File: src/shared/bwsrc_cfg.svh
// bwsrc_cfg.svh: register indices, reset values and field positions
// of the bus wait-state and release control bank.
// assumes: included by bare name; byte address of a register is four times its index.
`ifndef BWSRC_CFG_SVH
`define BWSRC_CFG_SVH

// register indices; byte address = index * 4
`define BWSRC_IDX_ACCESS_STATE 8'hed
`define BWSRC_IDX_WAIT_CONTROL 8'hee
`define BWSRC_IDX_WAIT_AREA_EN 8'hef
`define BWSRC_IDX_BUS_RELEASE 8'hf0
`define BWSRC_IDX_MODE_CAPTURE 8'hf1

// reset values
`define BWSRC_RST_ACCESS_STATE 8'hff
`define BWSRC_RST_WAIT_CONTROL 8'hf3
`define BWSRC_RST_WAIT_AREA_EN 8'hff
`define BWSRC_RST_BUS_RELEASE 8'hfe

// fixed read bits
`define BWSRC_WAITCTL_FIXED 8'hf0
`define BWSRC_MODECAP_FIXED 8'h80
`define BWSRC_RELCTL_FIXED 8'h1e

// writable masks
`define BWSRC_WAITCTL_WMASK 8'h0f

// field positions
`define BWSRC_WAITCTL_MODE_LSB 2
`define BWSRC_WAITCTL_CNT_LSB 0
`define BWSRC_RELCTL_EN_BIT 0
`define BWSRC_RELCTL_TOP_LSB 5

`endif

File: src/shared/bwsrc_pkg.sv
// bwsrc_pkg: types shared by the wait-state bank and its cycle sequencer.
// assumes: bwsrc_cfg.svh carries all numeric constants.
package bwsrc_pkg;

   // wait mode field encodings
   typedef enum logic [1:0] {
      BWSRC_WM_PROG = 2'h0,
      BWSRC_WM_NONE = 2'h1,
      BWSRC_WM_PIN1 = 2'h2,
      BWSRC_WM_AUTO = 2'h3
   } bwsrc_wmode_t;

   // external access cycle states
   typedef enum logic [2:0] {
      BWSRC_S_IDLE,
      BWSRC_S_T1,
      BWSRC_S_T2,
      BWSRC_S_TW,
      BWSRC_S_T3
   } bwsrc_state_t;

endpackage

File: src/bwsrc_cycle_seq.sv
// bwsrc_cycle_seq: external access cycle sequencer with wait insertion.
// assumes: start only when idle; settings are snapshotted at start.
`timescale 1ns/1ps
`include "bwsrc_cfg.svh"
module bwsrc_cycle_seq
   import bwsrc_pkg::*;
(
   input wire logic core_clk, // system clock
   input wire logic sys_rst, // async reset, active high
   input wire logic cyc_start, // one-cycle start of an access
   input wire logic [2:0] cyc_area, // area of the access
   input wire logic [7:0] area_three_state, // per-area three-state bits
   input wire logic [7:0] area_wait_enable, // per-area wait control enables
   input wire logic [1:0] wait_mode_sel, // wait mode field
   input wire logic [1:0] wait_count, // wait count field
   input wire logic ext_wait_req, // external wait request, high = wait
   output bwsrc_state_t cyc_state, // current cycle state
   output logic cyc_busy, // access in progress
   output logic cyc_done // last state of the access
);

   bwsrc_state_t state_ff;
   bwsrc_state_t nxt_state;
   logic three_ff;
   logic wen_ff;
   bwsrc_wmode_t mode_ff;
   logic [1:0] cnt_ff;
   logic [1:0] left_ff;
   logic [1:0] nxt_left;
   logic pin_ff;
   logic nxt_pin;

   // snapshot of settings, so a register write mid-cycle cannot tear it
   always_ff @(posedge core_clk or posedge sys_rst) begin
      if (sys_rst) begin
         three_ff <= 1'b0;
         wen_ff <= 1'b0;
         mode_ff <= BWSRC_WM_PROG;
         cnt_ff <= 2'h0;
      end else if (cyc_start && state_ff == BWSRC_S_IDLE) begin
         // (RL8) area cycle length
         three_ff <= area_three_state[cyc_area];
         // (RL3) per-area enable
         wen_ff <= area_wait_enable[cyc_area];
         mode_ff <= bwsrc_wmode_t'(wait_mode_sel);
         cnt_ff <= wait_count;
      end
   end

   // next state and wait bookkeeping
   always_comb begin
      nxt_state = state_ff;
      nxt_left = left_ff;
      nxt_pin = pin_ff;
      unique case (state_ff)
         BWSRC_S_IDLE: begin
            if (cyc_start) begin
               nxt_state = BWSRC_S_T1;
            end
         end
         BWSRC_S_T1: begin
            nxt_state = BWSRC_S_T2;
         end
         BWSRC_S_T2: begin
            nxt_state = BWSRC_S_T3;
            nxt_left = 2'h0;
            nxt_pin = 1'b0;
            // (RL8) two-state area ends here
            if (!three_ff) begin
               nxt_state = BWSRC_S_IDLE;
            end else if (!wen_ff) begin
               // (RL9) pin wait mode 0
               if (ext_wait_req) begin
                  nxt_state = BWSRC_S_TW;
                  nxt_pin = 1'b1;
               end
            end else begin
               // (RL1) wait mode select
               unique case (mode_ff)
                  BWSRC_WM_PROG: begin
                     // (RL2) programmed count
                     if (cnt_ff != 2'h0) begin
                        nxt_state = BWSRC_S_TW;
                        nxt_left = cnt_ff - 2'h1;
                     end
                  end
                  BWSRC_WM_NONE: begin
                     nxt_state = BWSRC_S_T3;
                  end
                  BWSRC_WM_PIN1: begin
                     // (RL9) count then pin
                     nxt_pin = 1'b1;
                     if (cnt_ff != 2'h0) begin
                        nxt_state = BWSRC_S_TW;
                        nxt_left = cnt_ff - 2'h1;
                     end else if (ext_wait_req) begin
                        nxt_state = BWSRC_S_TW;
                     end
                  end
                  BWSRC_WM_AUTO: begin
                     // (RL9) count only on request
                     if (ext_wait_req && cnt_ff != 2'h0) begin
                        nxt_state = BWSRC_S_TW;
                        nxt_left = cnt_ff - 2'h1;
                     end
                  end
               endcase
            end
         end
         BWSRC_S_TW: begin
            if (left_ff != 2'h0) begin
               nxt_left = left_ff - 2'h1;
            end else if (!(pin_ff && ext_wait_req)) begin
               nxt_state = BWSRC_S_T3;
            end
         end
         BWSRC_S_T3: begin
            nxt_state = BWSRC_S_IDLE;
         end
      endcase
   end

   // state registers
   always_ff @(posedge core_clk or posedge sys_rst) begin
      if (sys_rst) begin
         state_ff <= BWSRC_S_IDLE;
         left_ff <= 2'h0;
         pin_ff <= 1'b0;
      end else begin
         state_ff <= nxt_state;
         left_ff <= nxt_left;
         pin_ff <= nxt_pin;
      end
   end

   assign cyc_state = state_ff;
   assign cyc_busy = (state_ff != BWSRC_S_IDLE);
   assign cyc_done = (state_ff == BWSRC_S_T3) || (state_ff == BWSRC_S_T2 && !three_ff);

endmodule

File: src/bwsrc_top.sv
// bwsrc_top: bus wait-state and bus release control bank with an
// AHB-Lite register slave and the external access cycle sequencer.
// assumes: single master, word transfers only, mode pins synchronous.
//
// Contract
// (RL1) wait mode bits pick programmable, none, pin mode 1 or pin auto-wait.
// (RL2) wait count 0..3 sets inserted wait states.
// (RL3) each area enable bit turns wait control on; off means pin wait mode 0.
// (RL4) all area enable bits are one after reset.
// (RL5) mode field shows the three mode pins; codes 1..7 are modes 1..7.
// (RL6) bus release enable resets to zero; zero refuses release.
// (RL7) top address enables writable only in modes 3, 4, 6; else read one.
// (RL8) area access-state bit zero gives two states, one gives three.
// (RL9) pin modes sample wait input in three-state enabled areas, extend while held; pin auto-wait here inserts only the count and never extends.
//
// Our own choice: the AHB-Lite register port.
`timescale 1ns/1ps
`include "bwsrc_cfg.svh"
module bwsrc_top
   import bwsrc_pkg::*;
#(
   parameter int ADDR_W = 12
)
(
   input wire logic core_clk, // system clock, 100 MHz
   input wire logic sys_rst, // async reset, active high
   input wire logic hsel, // slave select
   input wire logic [ADDR_W-1:0] haddr, // byte address
   input wire logic [1:0] htrans, // transfer type
   input wire logic hwrite, // write when high
   input wire logic [2:0] hsize, // transfer size
   input wire logic [31:0] hwdata, // write data
   input wire logic hready, // bus ready
   output logic hreadyout, // slave ready
   output logic [31:0] hrdata, // read data
   output logic hresp, // response, always okay
   input wire logic [2:0] mode_pin, // operating mode pins
   input wire logic acc_req, // request for an external access
   input wire logic [2:0] acc_area, // area of the requested access
   output logic acc_ready, // access request taken this cycle
   input wire logic ext_wait_req, // external wait request, high = wait
   output bwsrc_state_t acc_state, // external cycle state
   output logic acc_busy, // external cycle in progress
   output logic acc_done, // last state of an external cycle
   input wire logic ext_bus_req, // external master asks for the bus
   output logic ext_bus_grant, // bus released to external master
   output logic [2:0] top_addr_enable // 1 = address output, 0 = port
);

   localparam logic [1:0] HTRANS_NONSEQ = 2'h2;
   localparam logic [1:0] HTRANS_SEQ = 2'h3;

   logic [7:0] access_state_ff;
   logic [7:0] wait_control_ff;
   logic [7:0] wait_area_enable_ff;
   logic [7:0] bus_release_ff;
   logic [2:0] mode_pin_ff;
   logic wr_pend_ff;
   logic rd_pend_ff;
   logic [7:0] idx_ff;
   logic idx_ok_ff;
   logic addr_phase;
   logic wr_en;
   logic [7:0] wr_byte;
   logic [7:0] rd_byte;
   logic rd_wait_ff;
   logic [7:0] rd_data_ff;
   logic grant_ff;
   logic seq_start;
   logic [1:0] wait_mode_sel;
   logic [1:0] wait_count;
   logic bus_release_enable;

   // modes where the top address lines can be handed to port use
   function automatic logic addr_sel_mode(input logic [2:0] mode);
      addr_sel_mode = (mode == 3'h3) || (mode == 3'h4) || (mode == 3'h6);
   endfunction

   // register hit on the captured index
   function automatic logic hit(input logic [7:0] idx, input logic [7:0] reg_idx);
      hit = (idx == reg_idx);
   endfunction

   // reads take one wait state so read data can come from a flip-flop;
   // writes are never stalled
   assign hreadyout = !rd_wait_ff;
   assign hresp = 1'b0;
   assign addr_phase = hsel && hready && (htrans == HTRANS_NONSEQ || htrans == HTRANS_SEQ);

   // capture of the address phase
   always_ff @(posedge core_clk or posedge sys_rst) begin
      if (sys_rst) begin
         wr_pend_ff <= 1'b0;
         rd_pend_ff <= 1'b0;
         idx_ff <= 8'h00;
         idx_ok_ff <= 1'b0;
      end else if (hready) begin
         wr_pend_ff <= addr_phase && hwrite;
         rd_pend_ff <= addr_phase && !hwrite;
         idx_ff <= haddr[9:2];
         // upper address bits must be zero for a hit
         idx_ok_ff <= (haddr >> 10) == '0;
      end
   end

   assign wr_en = wr_pend_ff && idx_ok_ff;
   assign wr_byte = hwdata[7:0];

   // mode pins follow the board continuously
   always_ff @(posedge core_clk or posedge sys_rst) begin
      if (sys_rst) begin
         mode_pin_ff <= 3'h0;
      end else begin
         // (RL5) mode pin levels
         mode_pin_ff <= mode_pin;
      end
   end

   // access state register
   always_ff @(posedge core_clk or posedge sys_rst) begin
      if (sys_rst) begin
         access_state_ff <= `BWSRC_RST_ACCESS_STATE;
      end else if (wr_en && hit(idx_ff, `BWSRC_IDX_ACCESS_STATE)) begin
         access_state_ff <= wr_byte;
      end
   end

   // wait control register; upper nibble is not stored
   always_ff @(posedge core_clk or posedge sys_rst) begin
      if (sys_rst) begin
         wait_control_ff <= `BWSRC_RST_WAIT_CONTROL & `BWSRC_WAITCTL_WMASK;
      end else if (wr_en && hit(idx_ff, `BWSRC_IDX_WAIT_CONTROL)) begin
         wait_control_ff <= wr_byte & `BWSRC_WAITCTL_WMASK;
      end
   end

   // area wait enable register
   always_ff @(posedge core_clk or posedge sys_rst) begin
      if (sys_rst) begin
         // (RL4) all areas enabled
         wait_area_enable_ff <= `BWSRC_RST_WAIT_AREA_EN;
      end else if (wr_en && hit(idx_ff, `BWSRC_IDX_WAIT_AREA_EN)) begin
         wait_area_enable_ff <= wr_byte;
      end
   end

   // bus release control register
   always_ff @(posedge core_clk or posedge sys_rst) begin
      if (sys_rst) begin
         // (RL6) release refused after reset
         bus_release_ff <= `BWSRC_RST_BUS_RELEASE;
      end else if (wr_en && hit(idx_ff, `BWSRC_IDX_BUS_RELEASE)) begin
         bus_release_ff[`BWSRC_RELCTL_EN_BIT] <= wr_byte[`BWSRC_RELCTL_EN_BIT];
         // (RL7) gated top address enables
         if (addr_sel_mode(mode_pin_ff)) begin
            bus_release_ff[7:5] <= wr_byte[7:5];
         end
      end
   end

   // read mux over the stored registers; unmapped reads return zero
   always_comb begin
      rd_byte = 8'h00;
      if (rd_pend_ff && idx_ok_ff) begin
         if (hit(idx_ff, `BWSRC_IDX_ACCESS_STATE)) begin
            rd_byte = access_state_ff;
         end else if (hit(idx_ff, `BWSRC_IDX_WAIT_CONTROL)) begin
            rd_byte = wait_control_ff | `BWSRC_WAITCTL_FIXED;
         end else if (hit(idx_ff, `BWSRC_IDX_WAIT_AREA_EN)) begin
            rd_byte = wait_area_enable_ff;
         end else if (hit(idx_ff, `BWSRC_IDX_BUS_RELEASE)) begin
            rd_byte = {top_addr_enable, 4'hf, bus_release_ff[`BWSRC_RELCTL_EN_BIT]};
         end else if (hit(idx_ff, `BWSRC_IDX_MODE_CAPTURE)) begin
            // (RL5) mode field readback
            rd_byte = `BWSRC_MODECAP_FIXED | {5'h00, mode_pin_ff};
         end
      end
   end

   // wait state of a read: set by its address phase, gone one cycle later
   always_ff @(posedge core_clk or posedge sys_rst) begin
      if (sys_rst) begin
         rd_wait_ff <= 1'b0;
      end else begin
         rd_wait_ff <= addr_phase && !hwrite;
      end
   end

   // read data flop, loaded at the end of the wait state and then held;
   // a write just ahead has already landed, so the read sees it
   always_ff @(posedge core_clk or posedge sys_rst) begin
      if (sys_rst) begin
         rd_data_ff <= 8'h00;
      end else if (rd_wait_ff) begin
         rd_data_ff <= rd_byte;
      end
   end

   assign hrdata = {24'h000000, rd_data_ff};

   // (RL7) top lines read one outside modes 3, 4, 6
   assign top_addr_enable = addr_sel_mode(mode_pin_ff) ? bus_release_ff[7:5] : 3'h7;

   assign wait_mode_sel = wait_control_ff[`BWSRC_WAITCTL_MODE_LSB +: 2];
   assign wait_count = wait_control_ff[`BWSRC_WAITCTL_CNT_LSB +: 2];
   assign bus_release_enable = bus_release_ff[`BWSRC_RELCTL_EN_BIT];

   // bus release: granted only between own cycles, kept while requested
   always_ff @(posedge core_clk or posedge sys_rst) begin
      if (sys_rst) begin
         grant_ff <= 1'b0;
      end else if (grant_ff) begin
         grant_ff <= ext_bus_req;
      end else begin
         // (RL6) release only when enabled
         grant_ff <= bus_release_enable && ext_bus_req && !acc_busy && !acc_req;
      end
   end

   assign ext_bus_grant = grant_ff;

   // own accesses wait while the bus is released; a pending own request wins the tie
   assign acc_ready = !acc_busy && !grant_ff;
   assign seq_start = acc_req && acc_ready;

   // external access cycle sequencer
   bwsrc_cycle_seq u_seq (
      .core_clk(core_clk),
      .sys_rst(sys_rst),
      .cyc_start(seq_start),
      .cyc_area(acc_area),
      .area_three_state(access_state_ff),
      .area_wait_enable(wait_area_enable_ff),
      .wait_mode_sel(wait_mode_sel),
      .wait_count(wait_count),
      .ext_wait_req(ext_wait_req),
      .cyc_state(acc_state),
      .cyc_busy(acc_busy),
      .cyc_done(acc_done)
   );

endmodule

File: config.mk
export PLATFORM = sky130hd
export DESIGN_NAME = bwsrc_top
export DESIGN_NICKNAME = d
export VERILOG_FILES = /design/src/shared/bwsrc_pkg.sv /design/src/bwsrc_cycle_seq.sv /design/src/bwsrc_top.sv
export VERILOG_INCLUDE_DIRS = /design/src /design/src/shared
export SDC_FILE = /design/constraint.sdc
export NUM_CORES = 1
export LEC_CHECK = 0
export ABC_AREA = 0
export ABC_CLOCK_PERIOD_IN_PS = 3830
export BUFFER_PORTS_ARGS = -buffer_cell sky130_fd_sc_hd__buf_2
export CAP_MARGIN = 0
export CORE_ASPECT_RATIO = 0.9
export CORE_MARGIN = 3
export CORE_UTILIZATION = 40
export DETAILED_ROUTE_END_ITERATION = 7
export PLACE_DENSITY = 0.66
export SYNTH_ARGS = -nofsm -noshare
export SYNTH_HDL_FRONTEND = slang
export SYNTH_SLANG_ARGS = --single-unit
File: constraint.sdc
create_clock -name core_clk -period 3.83 [get_ports core_clk]
set_input_delay 0.383 -clock core_clk [delete_from_list [all_inputs] [get_ports core_clk]]
set_output_delay 0.383 -clock core_clk [all_outputs]
set_load 0.05 [all_outputs]
==> results of run 1 <==
## sequential cells by signal, summed over array words and instances (netlist names)
name,cells
u_seq.mode_ff,2
access_state_ff,8
rd_data_ff,8
idx_ff,8
idx_ok_ff,1
u_seq.cnt_ff,2
u_seq.left_ff,2
bus_release_ff,3
rd_pend_ff,1
wait_area_enable_ff,8
u_seq.wen_ff,1
ext_bus_grant,1
mode_pin_ff,3
wr_pend_ff,1
u_seq.three_ff,1
rd_wait_ff,1
u_seq.cyc_state,3
bus_release_enable,1
u_seq.pin_ff,1
wait_control_ff,4
## critical path: cells and delay by family, from the launching register on
family                 cells  cell delay, ns
and+or+nand+nor            2            1.01
DFF                        1            0.79
muxes                      1            0.37
buffers and inverters      1            0.23
## path summary, 6_finish.rpt
check,to,slack [ns],cells after the start,start
setup / recovery,access_state_ff[1]$_DFFE_PP1P_,1.36,4,idx_ff[0]$_DFFE_PP0P_
min in group asynchronous,idx_ff[2]$_DFFE_PP0P_,0.27,2,sys_rst
hold / removal,mode_pin_ff[0]$_DFF_PP0_,0.15,1,mode_pin[0]
hold reg to reg,rd_data_ff[5]$_DFFE_PP0P_,0.50,1,rd_data_ff[5]$_DFFE_PP0P_
max in group asynchronous,wait_area_enable_ff[4]$_DFFE_PP1P_,2.72,3,sys_rst
setup reg to reg,access_state_ff[1]$_DFFE_PP1P_,1.36,4,idx_ff[0]$_DFFE_PP0P_
## cell families (layout without fill, tap and decap cells)
| family | Yosys count | in the layout | share of synthesized area |
|---|---|---|---|
| mux | 44 | 44 | 0.1636 |
| other cells | 1 | 25 | 0.001148 |
| compound gates | 68 | 68 | 0.1475 |
| fa+ha+maj | 5 | 5 | 0.01916 |
| flops | 60 | 60 | 0.4678 |
| buf+inv | 47 | 81 | 0.08659 |
| simple gates | 63 | 63 | 0.1142 |
## area by class of cell
type / count / area (sq um) / share of cell area
inverter: 13 / 48.80 / 0.01313
clock buffer: 12 / 187.7 / 0.05049
tap: 96 / 120.1 / 0.03231
multi-input combinational: 205 / 1545 / 0.4157
sequential: 60 / 1528 / 0.4110
clock inverter: 4 / 25.02 / 0.006732
timing repair buffer: 52 / 262.8 / 0.07068
## metal layers
| layer | vias up | routed length, um | track usage |
|---|---|---|---|
| li1 | 1102 | - | - |
| met5 | - | 0 | 0 |
| met4 | 0 | 59 | 0.03433 |
| met2 | 90 | 3378 | 0.2544 |
| met1 | 1152 | 3297 | 0.2296 |
| met3 | 5 | 543 | 0.06768 |
## synth_stat cells, types with 5 or more instances
cell type and instances:
dfstp_2 21, buf_4 26, mux2_2 34, ha_1 5
inv_1 12, o2bb2ai_1 8, clkbuf_1 5, dfrtp_1 39
nand2_1 17, o31ai_1 5, nor2b_1 6, nor2_1 10
mux2i_1 5, o21ai_0 17, nor3_1 5
## stage by stage
stage / worst slack (ns) / util / std cells / cell area, sq um
6_report: 1.358 / 0.4807 / 442 / 3717
5_1_grt: 1.248 / 0.4807 / 442 / 3717
4_1_cts: 1.364 / 0.4807 / 442 / 3717
3_5_place_dp: 1.397 / 0.4532 / 426 / 3505
3_3_place_gp: 1.412 / 0.4532 / 426 / 3505
2_1_floorplan: 0.3920 / - / 312 / 3356
## power groups by stage
| stage | Sequential [mW] | Combinational [mW] | Clock, mW |
|---|---|---|---|
| 2_1_floorplan | 0.761 | 0.361 | 0 |
| 3_3_place_gp | 0.738 | 0.460 | 0 |
| 3_5_place_dp | 0.741 | 0.466 | 0 |
| 4_1_cts | 0.730 | 0.468 | 0.600 |
| 5_1_grt | 0.738 | 0.506 | 0.635 |
| 6_report | 0.731 | 0.466 | 0.587 |
## cell usage in the layout (no fill, tap or decap), types with 6 or more instances in the layout
cell type	netlist	routed
buf_2	1	51
dfrtp_1	39	39
mux2_2	34	34
conb_1	1	25
dfstp_2	21	21
o21ai_0	17	17
nand2_1	17	17
inv_1	12	11
nor2_1	10	10
clkbuf_8	0	10
o2bb2ai_1	8	8
nor2b_1	6	6
==> flow_summary.toml, run 1 <==
[clocking]
cts.sinks = 60
cts_buffer_depth = 2
htreeDepth = 3
postCtsSetupRepairBufs = 0
cts_root_buf = "clkbuf_8"
cts_tree = "yes"
hold_buffers = 0
post_cts_resized = 0
cts-buffers-inserted = 9
path_clk_slew_ns = 0.06
clk_latency_ns = 0.35

[drt]
vias_per_cell = 5.314
drtIter0Drc = 131
ant_nets = 0
drt_wl_total_mm = 7.279
vias = 2349
first_pass_iters = 4
wire_per_inst_um = 16.47
drcViolationCount = 0

[die]
die_w_um = 101.2
dieArea_sq_um = 9286
die_y_um = 91.72
core_area_sq_um = 7732
io_pins = 107
rows = 30
start_util = 0.4223

[timing]
fmax_mhz = 404.6
rsz0062_at_grt = "no"
fin_hold_ws_ns = 0.1486
drv_slew = 0
worstMarginPinSlew_ns = 0.9977
setup_viol = 0
tns_ns = 0
post-route-min-period_ns = 2.472
slew_headroom = 0.3339
clock_skew_ns = 0.01405
finalHoldViolations = 0
fin_crit_sh = 0.6454

[finish]
drive_gt1_frac = 0.3931
area_delta_synth_final_pct = 13.83
fillers = 747
final_nets = 409
n_antenna_cell = 0

[grt]
grt_pass1_vias = 2350
grt_pass1_wl_mm = 12.07
grt_max_degree = 48
overflow = 0
grt_use_total = 0.1688
antenna_found_initial = 0

[yosys]
avgSynthCellArea_sq_um = 11.34
synth-seq-cells = 60
synth_edf_count = 0
async_flop_share = 1.000
ys_seq_area_frac = 0.4678
synth_area_leader_cell = "dfrtp_1"
yosysWarnings = 0
synth_top_area_share = 0.2989
synth_ff_type = "dfrtp_1"
synthTopCellsByArea = "dfrtp_1 (30%), dfstp_2 (17%), mux2_2 (12%)"
syn_inst = 288
netlist_area_sq_um = 3266
yosys.cell_types.count = 57

[placed_design]
gp_congestion = 0.8114
place_hpwl_mm = 5.418
io_buffers = 51

[critical_path]
worstSetupPathType = "reg -> reg"
crit_fanout = 19
slowest_delay_ns = 0.79
crit_required_ns = 4.10
crit_path_end_kind = "flip-flop"
crit_slowest_cell = "dfrtp_1"
cp.arrival_ns = 2.74
worstPathCellList = "inv_1, or4_1, nor2_8, mux2_2"
critPathLaunchType = "flip-flop"

[pwr]
p_leak_nw = 1.734
intPower_mw = 1.137
power.switching_mw = 0.6464
power_frac_clock = 0.329
ir_drop_uv = 327.3
p_comb_frac = 0.261
seqPwrFrac = 0.410
switching_share = 0.3624
p_per_area_nw_per_um2 = 479.8
power.total_mw = 1.784

[min_path]
min_path_type = "in -> reg"

[run]
drv_cap = 0

[run_status]
status = "completed"
Power figures use the tool's default switching activity.
==> run 2: changes to the inputs <==
ABC_CLOCK_PERIOD_IN_PS = 2400   (was 3830)
clock period = 2.4 ns   (was 3.83 ns; I/O delays follow)
==> flow_summary.toml, run 2 (synthesis results as in run 1) <==
[run_status]
status = "completed"

[drt]
wl_met1_mm = 3.494
dr.max_layer_used = "met4"
vias = 2367
first_pass_iters = 4
wire_per_inst_um = 16.06
vias_per_cell = 5.295
drt_wl_total_mm = 7.178
ant_nets = 0
drtIter0Drc = 109
wl_met2_mm = 3.143
wl_met3_um = 493
drcViolationCount = 0

[pwr]
p_comb_frac = 0.292
p_leak_nw = 1.737
power.total_mw = 2.682
ir_drop_uv = 402.0
power.switching_mw = 1.000
switching_share = 0.3728
seqPwrFrac = 0.433
p_per_area_nw_per_um2 = 718.9
intPower_mw = 1.682
power_frac_clock = 0.275

[timing]
fin_crit_sh = 0.9087
post-route-min-period_ns = 2.181
fmax_mhz = 458.5
tns_ns = 0
finalHoldViolations = 0
worstMarginPinSlew_ns = 0.5950
setup_viol = 0
clock_skew_ns = 0.01019
slew_headroom = 0.6027
drv_slew = 0
timing.final.ws_setup_ns = 0.2191
fin_hold_ws_ns = 0.02949
rsz0062_at_grt = "no"

[critical_path]
crit_path_end_kind = "flip-flop"
slowest_delay_ns = 0.54
worstPathCellList = "nand2b_1, or3_1, nor4b_4, mux2_2"
rr_startpoint = "idx_ff[4]$_DFFE_PP0P_"
critPathLaunch = "idx_ff[4]$_DFFE_PP0P_"
ff2ff_setup_slack_ns = 0.22
worstSetupPathType = "reg -> reg"
reg2reg_depth = 4
crit_fanout = 8
crit_required_ns = 2.62
cp.arrival_ns = 2.40
critPathLaunchType = "flip-flop"
crit_slowest_cell = "or3_1"
rr_endpoint = "wait_control_ff[2]$_DFFE_PP0P_"

[finish]
final_common_cell = "buf_2"
n_antenna_cell = 0
multiInputGateArea_sq_um = 1560
mostFrequentLayoutCells = "buf_2 (51), dfrtp_1 (39), mux2_2 (34)"
fillers = 728
stdcell_count = 447
drive_gt1_frac = 0.3846
final_util = 0.4825
area_delta_synth_final_pct = 14.25
regArea_sq_um = 1528
final_nets = 414
final_cell_area_sq_um = 3731

[placed_design]
place_ws_ns = 0.2667
gp_congestion = 0.8095
place_hpwl_mm = 5.383
placedInstanceArea_sq_um = 3547
dp.cells = 428
io_buffers = 51

[grt]
grt_pass1_wl_mm = 11.81
grt_use_total = 0.1646
overflow = 0
antenna_found_initial = 0
grt_max_degree = 35
grt_pass1_vias = 2298

[min_path]
min_to = "mode_pin_ff[1]$_DFF_PP0_"
hold_start = "mode_pin[1]"
min_path_type = "in -> reg"
hold_depth = 1

[clocking]
path_clk_slew_ns = 0.06
htreeDepth = 3
cts.sinks = 60
cts_buffer_depth = 2
cts-buffers-inserted = 9
cts_root_buf = "clkbuf_8"
cts_tree = "yes"
clk_latency_ns = 0.34

[die]
dieArea_sq_um = 9286
die_w_um = 101.2
io_pins = 107
rows = 30
start_util = 0.4223
die_y_um = 91.72
core_area_sq_um = 7732

[run]
drv_cap = 0
==> run 2: changes by cell type in the layout (fill, tap and decap cells not counted), sizes merged <==
cell	change
clkbuf	+1
buf	+2
dlygate4sd3	+3
inv	-2
clkinvlp	-1
clkinv	+2
==> run 2: critical path, delay by kind of cell, from the launching register on <==
| kind | cells | cell delay (ns) |
|---|---|---|
| flops | 1 | 0.41 |
| mux | 1 | 0.38 |
| simple gates | 3 | 1.27 |
==> run 2: repair_timing <==
action,4_1_cts,5_1_grt
hold buffers,1,2
setup buffers,0,0
resized for setup,0,0
hold endpoints to repair,26,2
==> run 2: layout make-up <==
cell class	instances	area share
Tap cell	96	0.03219
Inverter	13	0.01308
Clock buffer	13	0.03722
Clock inverter	3	0.004024
Multi-Input combinational cell	205	0.4182
Timing Repair Buffer	57	0.08585
Sequential cell	60	0.4095
==> run 2: power groups by stage <==
stage	Combinational, mW	Clock, mW	Sequential, mW
after detailed placement	0.783	0	1.18
after CTS	0.784	0.763	1.16
final	0.782	0.738	1.16
after global placement	0.772	0	1.18
after global routing	0.850	0.823	1.17
after floorplan	0.595	0	1.22
==> run 2: worst max path at each step <==
| stage | cells past startpoint | end | slack [ns] |
|---|---|---|---|
| 2_1_floorplan | 4 | u_seq.cnt_ff[0]$_DFFE_PP0P_ | 0.10 |
| 3_3_place_gp | 4 | wait_area_enable_ff[3]$_DFFE_PP1P_ | 0.28 |
| 3_5_place_dp | 4 | wait_area_enable_ff[4]$_DFFE_PP1P_ | 0.27 |
| 4_1_cts | 4 | wait_control_ff[2]$_DFFE_PP0P_ | 0.25 |
| 5_1_grt | 4 | wait_control_ff[2]$_DFFE_PP0P_ | 0.13 |
| 6_report | 4 | wait_control_ff[2]$_DFFE_PP0P_ | 0.22 |
==> run 2: per-layer routing <==
layer,vias up,GRT usage
li1,1116,-
met1,1156,0.2393
met2,89,0.2375
met3,6,0.05019
met4,0,0.04319
met5,-,0
==> run 3: changes to the inputs <==
CELL_PAD_IN_SITES_DETAIL_PLACEMENT = 1   (was default)
CELL_PAD_IN_SITES_GLOBAL_PLACEMENT = 1   (was default)
CORE_UTILIZATION = 39   (was 40)
PLACE_DENSITY = default   (was 0.66)
PLACE_DENSITY_LB_ADDON = 0.1   (was default)
==> flow_summary.toml, run 3 (synthesis results as in run 1) <==
[finish]
fillers = 929
final_common_cell = "buf_2"
n_antenna_cell = 0
stdcell_count = 453
drive_gt1_frac = 0.3927
mostFrequentLayoutCells = "buf_2 (51), dfrtp_1 (39), mux2_2 (34)"
area_delta_synth_final_pct = 17.09
final_nets = 417

[placed_design]
io_buffers = 51
gp_congestion = 0.7803
place_hpwl_mm = 5.844
place_ws_ns = 0.2425
dp.cells = 433

[drt]
drcViolationCount = 0
drt_wl_total_mm = 7.699
ant_nets = 0
vias_per_cell = 5.185
first_pass_iters = 4
wire_per_inst_um = 17.00
vias = 2349
drtIter0Drc = 74

[pwr]
ir_drop_uv = 423.6
p_leak_nw = 1.776
p_per_area_nw_per_um2 = 773.1

[run]
drv_cap = 0

[timing]
rsz0062_at_grt = "no"
finalHoldViolations = 0
fin_crit_sh = 0.9011
fin_hold_ws_ns = 0.07604
fmax_mhz = 462.4
post-route-min-period_ns = 2.163
slew_headroom = 0.5695
clock_skew_ns = 0.01726
timing.final.ws_setup_ns = 0.2373
tns_ns = 0
setup_viol = 0
worstMarginPinSlew_ns = 0.6448
drv_slew = 0

[die]
dieArea_sq_um = 9509
core_area_sq_um = 8107
die_y_um = 92.81
start_util = 0.4028
die_w_um = 102.5
rows = 31
io_pins = 107

[critical_path]
crit_path_end_kind = "flip-flop"
critPathLaunchType = "flip-flop"
crit_required_ns = 2.62
cp.arrival_ns = 2.38
worstPathCellList = "nand2b_1, or3_1, nor4b_4, mux2_2"
reg2reg_depth = 4
slowest_delay_ns = 0.53
ff2ff_setup_slack_ns = 0.24
rr_endpoint = "wait_control_ff[3]$_DFFE_PP0P_"
worstSetupPathType = "reg -> reg"
rr_startpoint = "idx_ff[4]$_DFFE_PP0P_"
crit_fanout = 8
crit_slowest_cell = "or3_1"

[run_status]
status = "completed"

[clocking]
cts-buffers-inserted = 9
cts_root_buf = "clkbuf_8"
clk_latency_ns = 0.34
cts_buffer_depth = 2
htreeDepth = 3
postCtsSetupRepairBufs = 0
cts.sinks = 60
post_cts_resized = 0
path_clk_slew_ns = 0.07
cts_tree = "yes"

[min_path]
hold_depth = 2
min_path_type = "in -> reg"
hold_start = "haddr[10]"
min_to = "idx_ok_ff$_DFFE_PP0P_"

[grt]
antenna_found_initial = 0
overflow = 0
grt_pass1_wl_mm = 12.77
grt_max_degree = 32
grt_use_total = 0.1753
grt_pass1_vias = 2429
## run 3: changes by cell type in the layout (fill, tap and decap cells not counted), sizes merged
cell,change
clkinv,-2
clkinvlp,+1
buf,+2
dlygate4sd3,+1
clkbuf,-1
bufinv,+2
## run 3: through the flow
| stage | power, mW | cell area (sq um) | utilization |
|---|---|---|---|
| after floorplan | 1.816 | 3371 | - |
| after global placement | 1.962 | 3566 | 0.4399 |
| after detailed placement | 1.967 | 3566 | 0.4399 |
| after CTS | 2.985 | 3814 | 0.4704 |
| after global routing | 3.117 | 3824 | 0.4717 |
| final | 2.956 | 3824 | 0.4717 |
## run 3: what timing repair did
item | CTS | global route
hold buffers | 3 | 1
endpoints found under the setup margin | 0 | 0
endpoints found under the hold margin | 5 | 1
## run 3: layout make-up
type	instances	area, sq um	share of cell area
clock buffer	12	145.1	0.03796
clock inverter	4	72.57	0.01898
inverter	13	48.80	0.01276
multi-input combinational	205	1560	0.4081
sequential	60	1528	0.3995
tap	99	123.9	0.03240
timing repair buffer	60	345.3	0.09031
## run 3: worst max-delay path by stage
stage	from	end	slack (ns)	cells after the start
final	idx_ff[4]$_DFFE_PP0P_	wait_control_ff[3]$_DFFE_PP0P_	0.24	4
after global routing	idx_ff[4]$_DFFE_PP0P_	wait_control_ff[3]$_DFFE_PP0P_	0.13	4
after CTS	idx_ff[4]$_DFFE_PP0P_	wait_control_ff[3]$_DFFE_PP0P_	0.22	4
after detailed placement	idx_ff[4]$_DFFE_PP0P_	wait_control_ff[2]$_DFFE_PP0P_	0.24	4
after global placement	idx_ff[4]$_DFFE_PP0P_	wait_control_ff[3]$_DFFE_PP0P_	0.28	4
after floorplan	u_seq.cyc_state[0]$_DFFE_PP0P_	u_seq.cnt_ff[0]$_DFFE_PP0P_	0.10	4
## run 3: critical path: cells and delay by family (launching register included)
family,cells,cell delay [ns]
muxes,1,0.38
and+or+nand+nor,3,1.24
DFF,1,0.43
## run 3: routing by layer
metal,vias to the layer above,GRT usage,share of wire
met1,1138,0.2471,0.49
met3,10,0.04367,0.048
met2,73,0.2624,0.45
met4,0,0.05683,0.016
li1,1128,-,-
met5,-,0,0
## run 3: report_power, final
group          internal, mW  leakage, nW  switching [mW]
logic                 0.236        0.942           0.553
registers              1.08        0.727          0.0837
clock network         0.612        0.107           0.394
total                  1.93         1.78            1.03
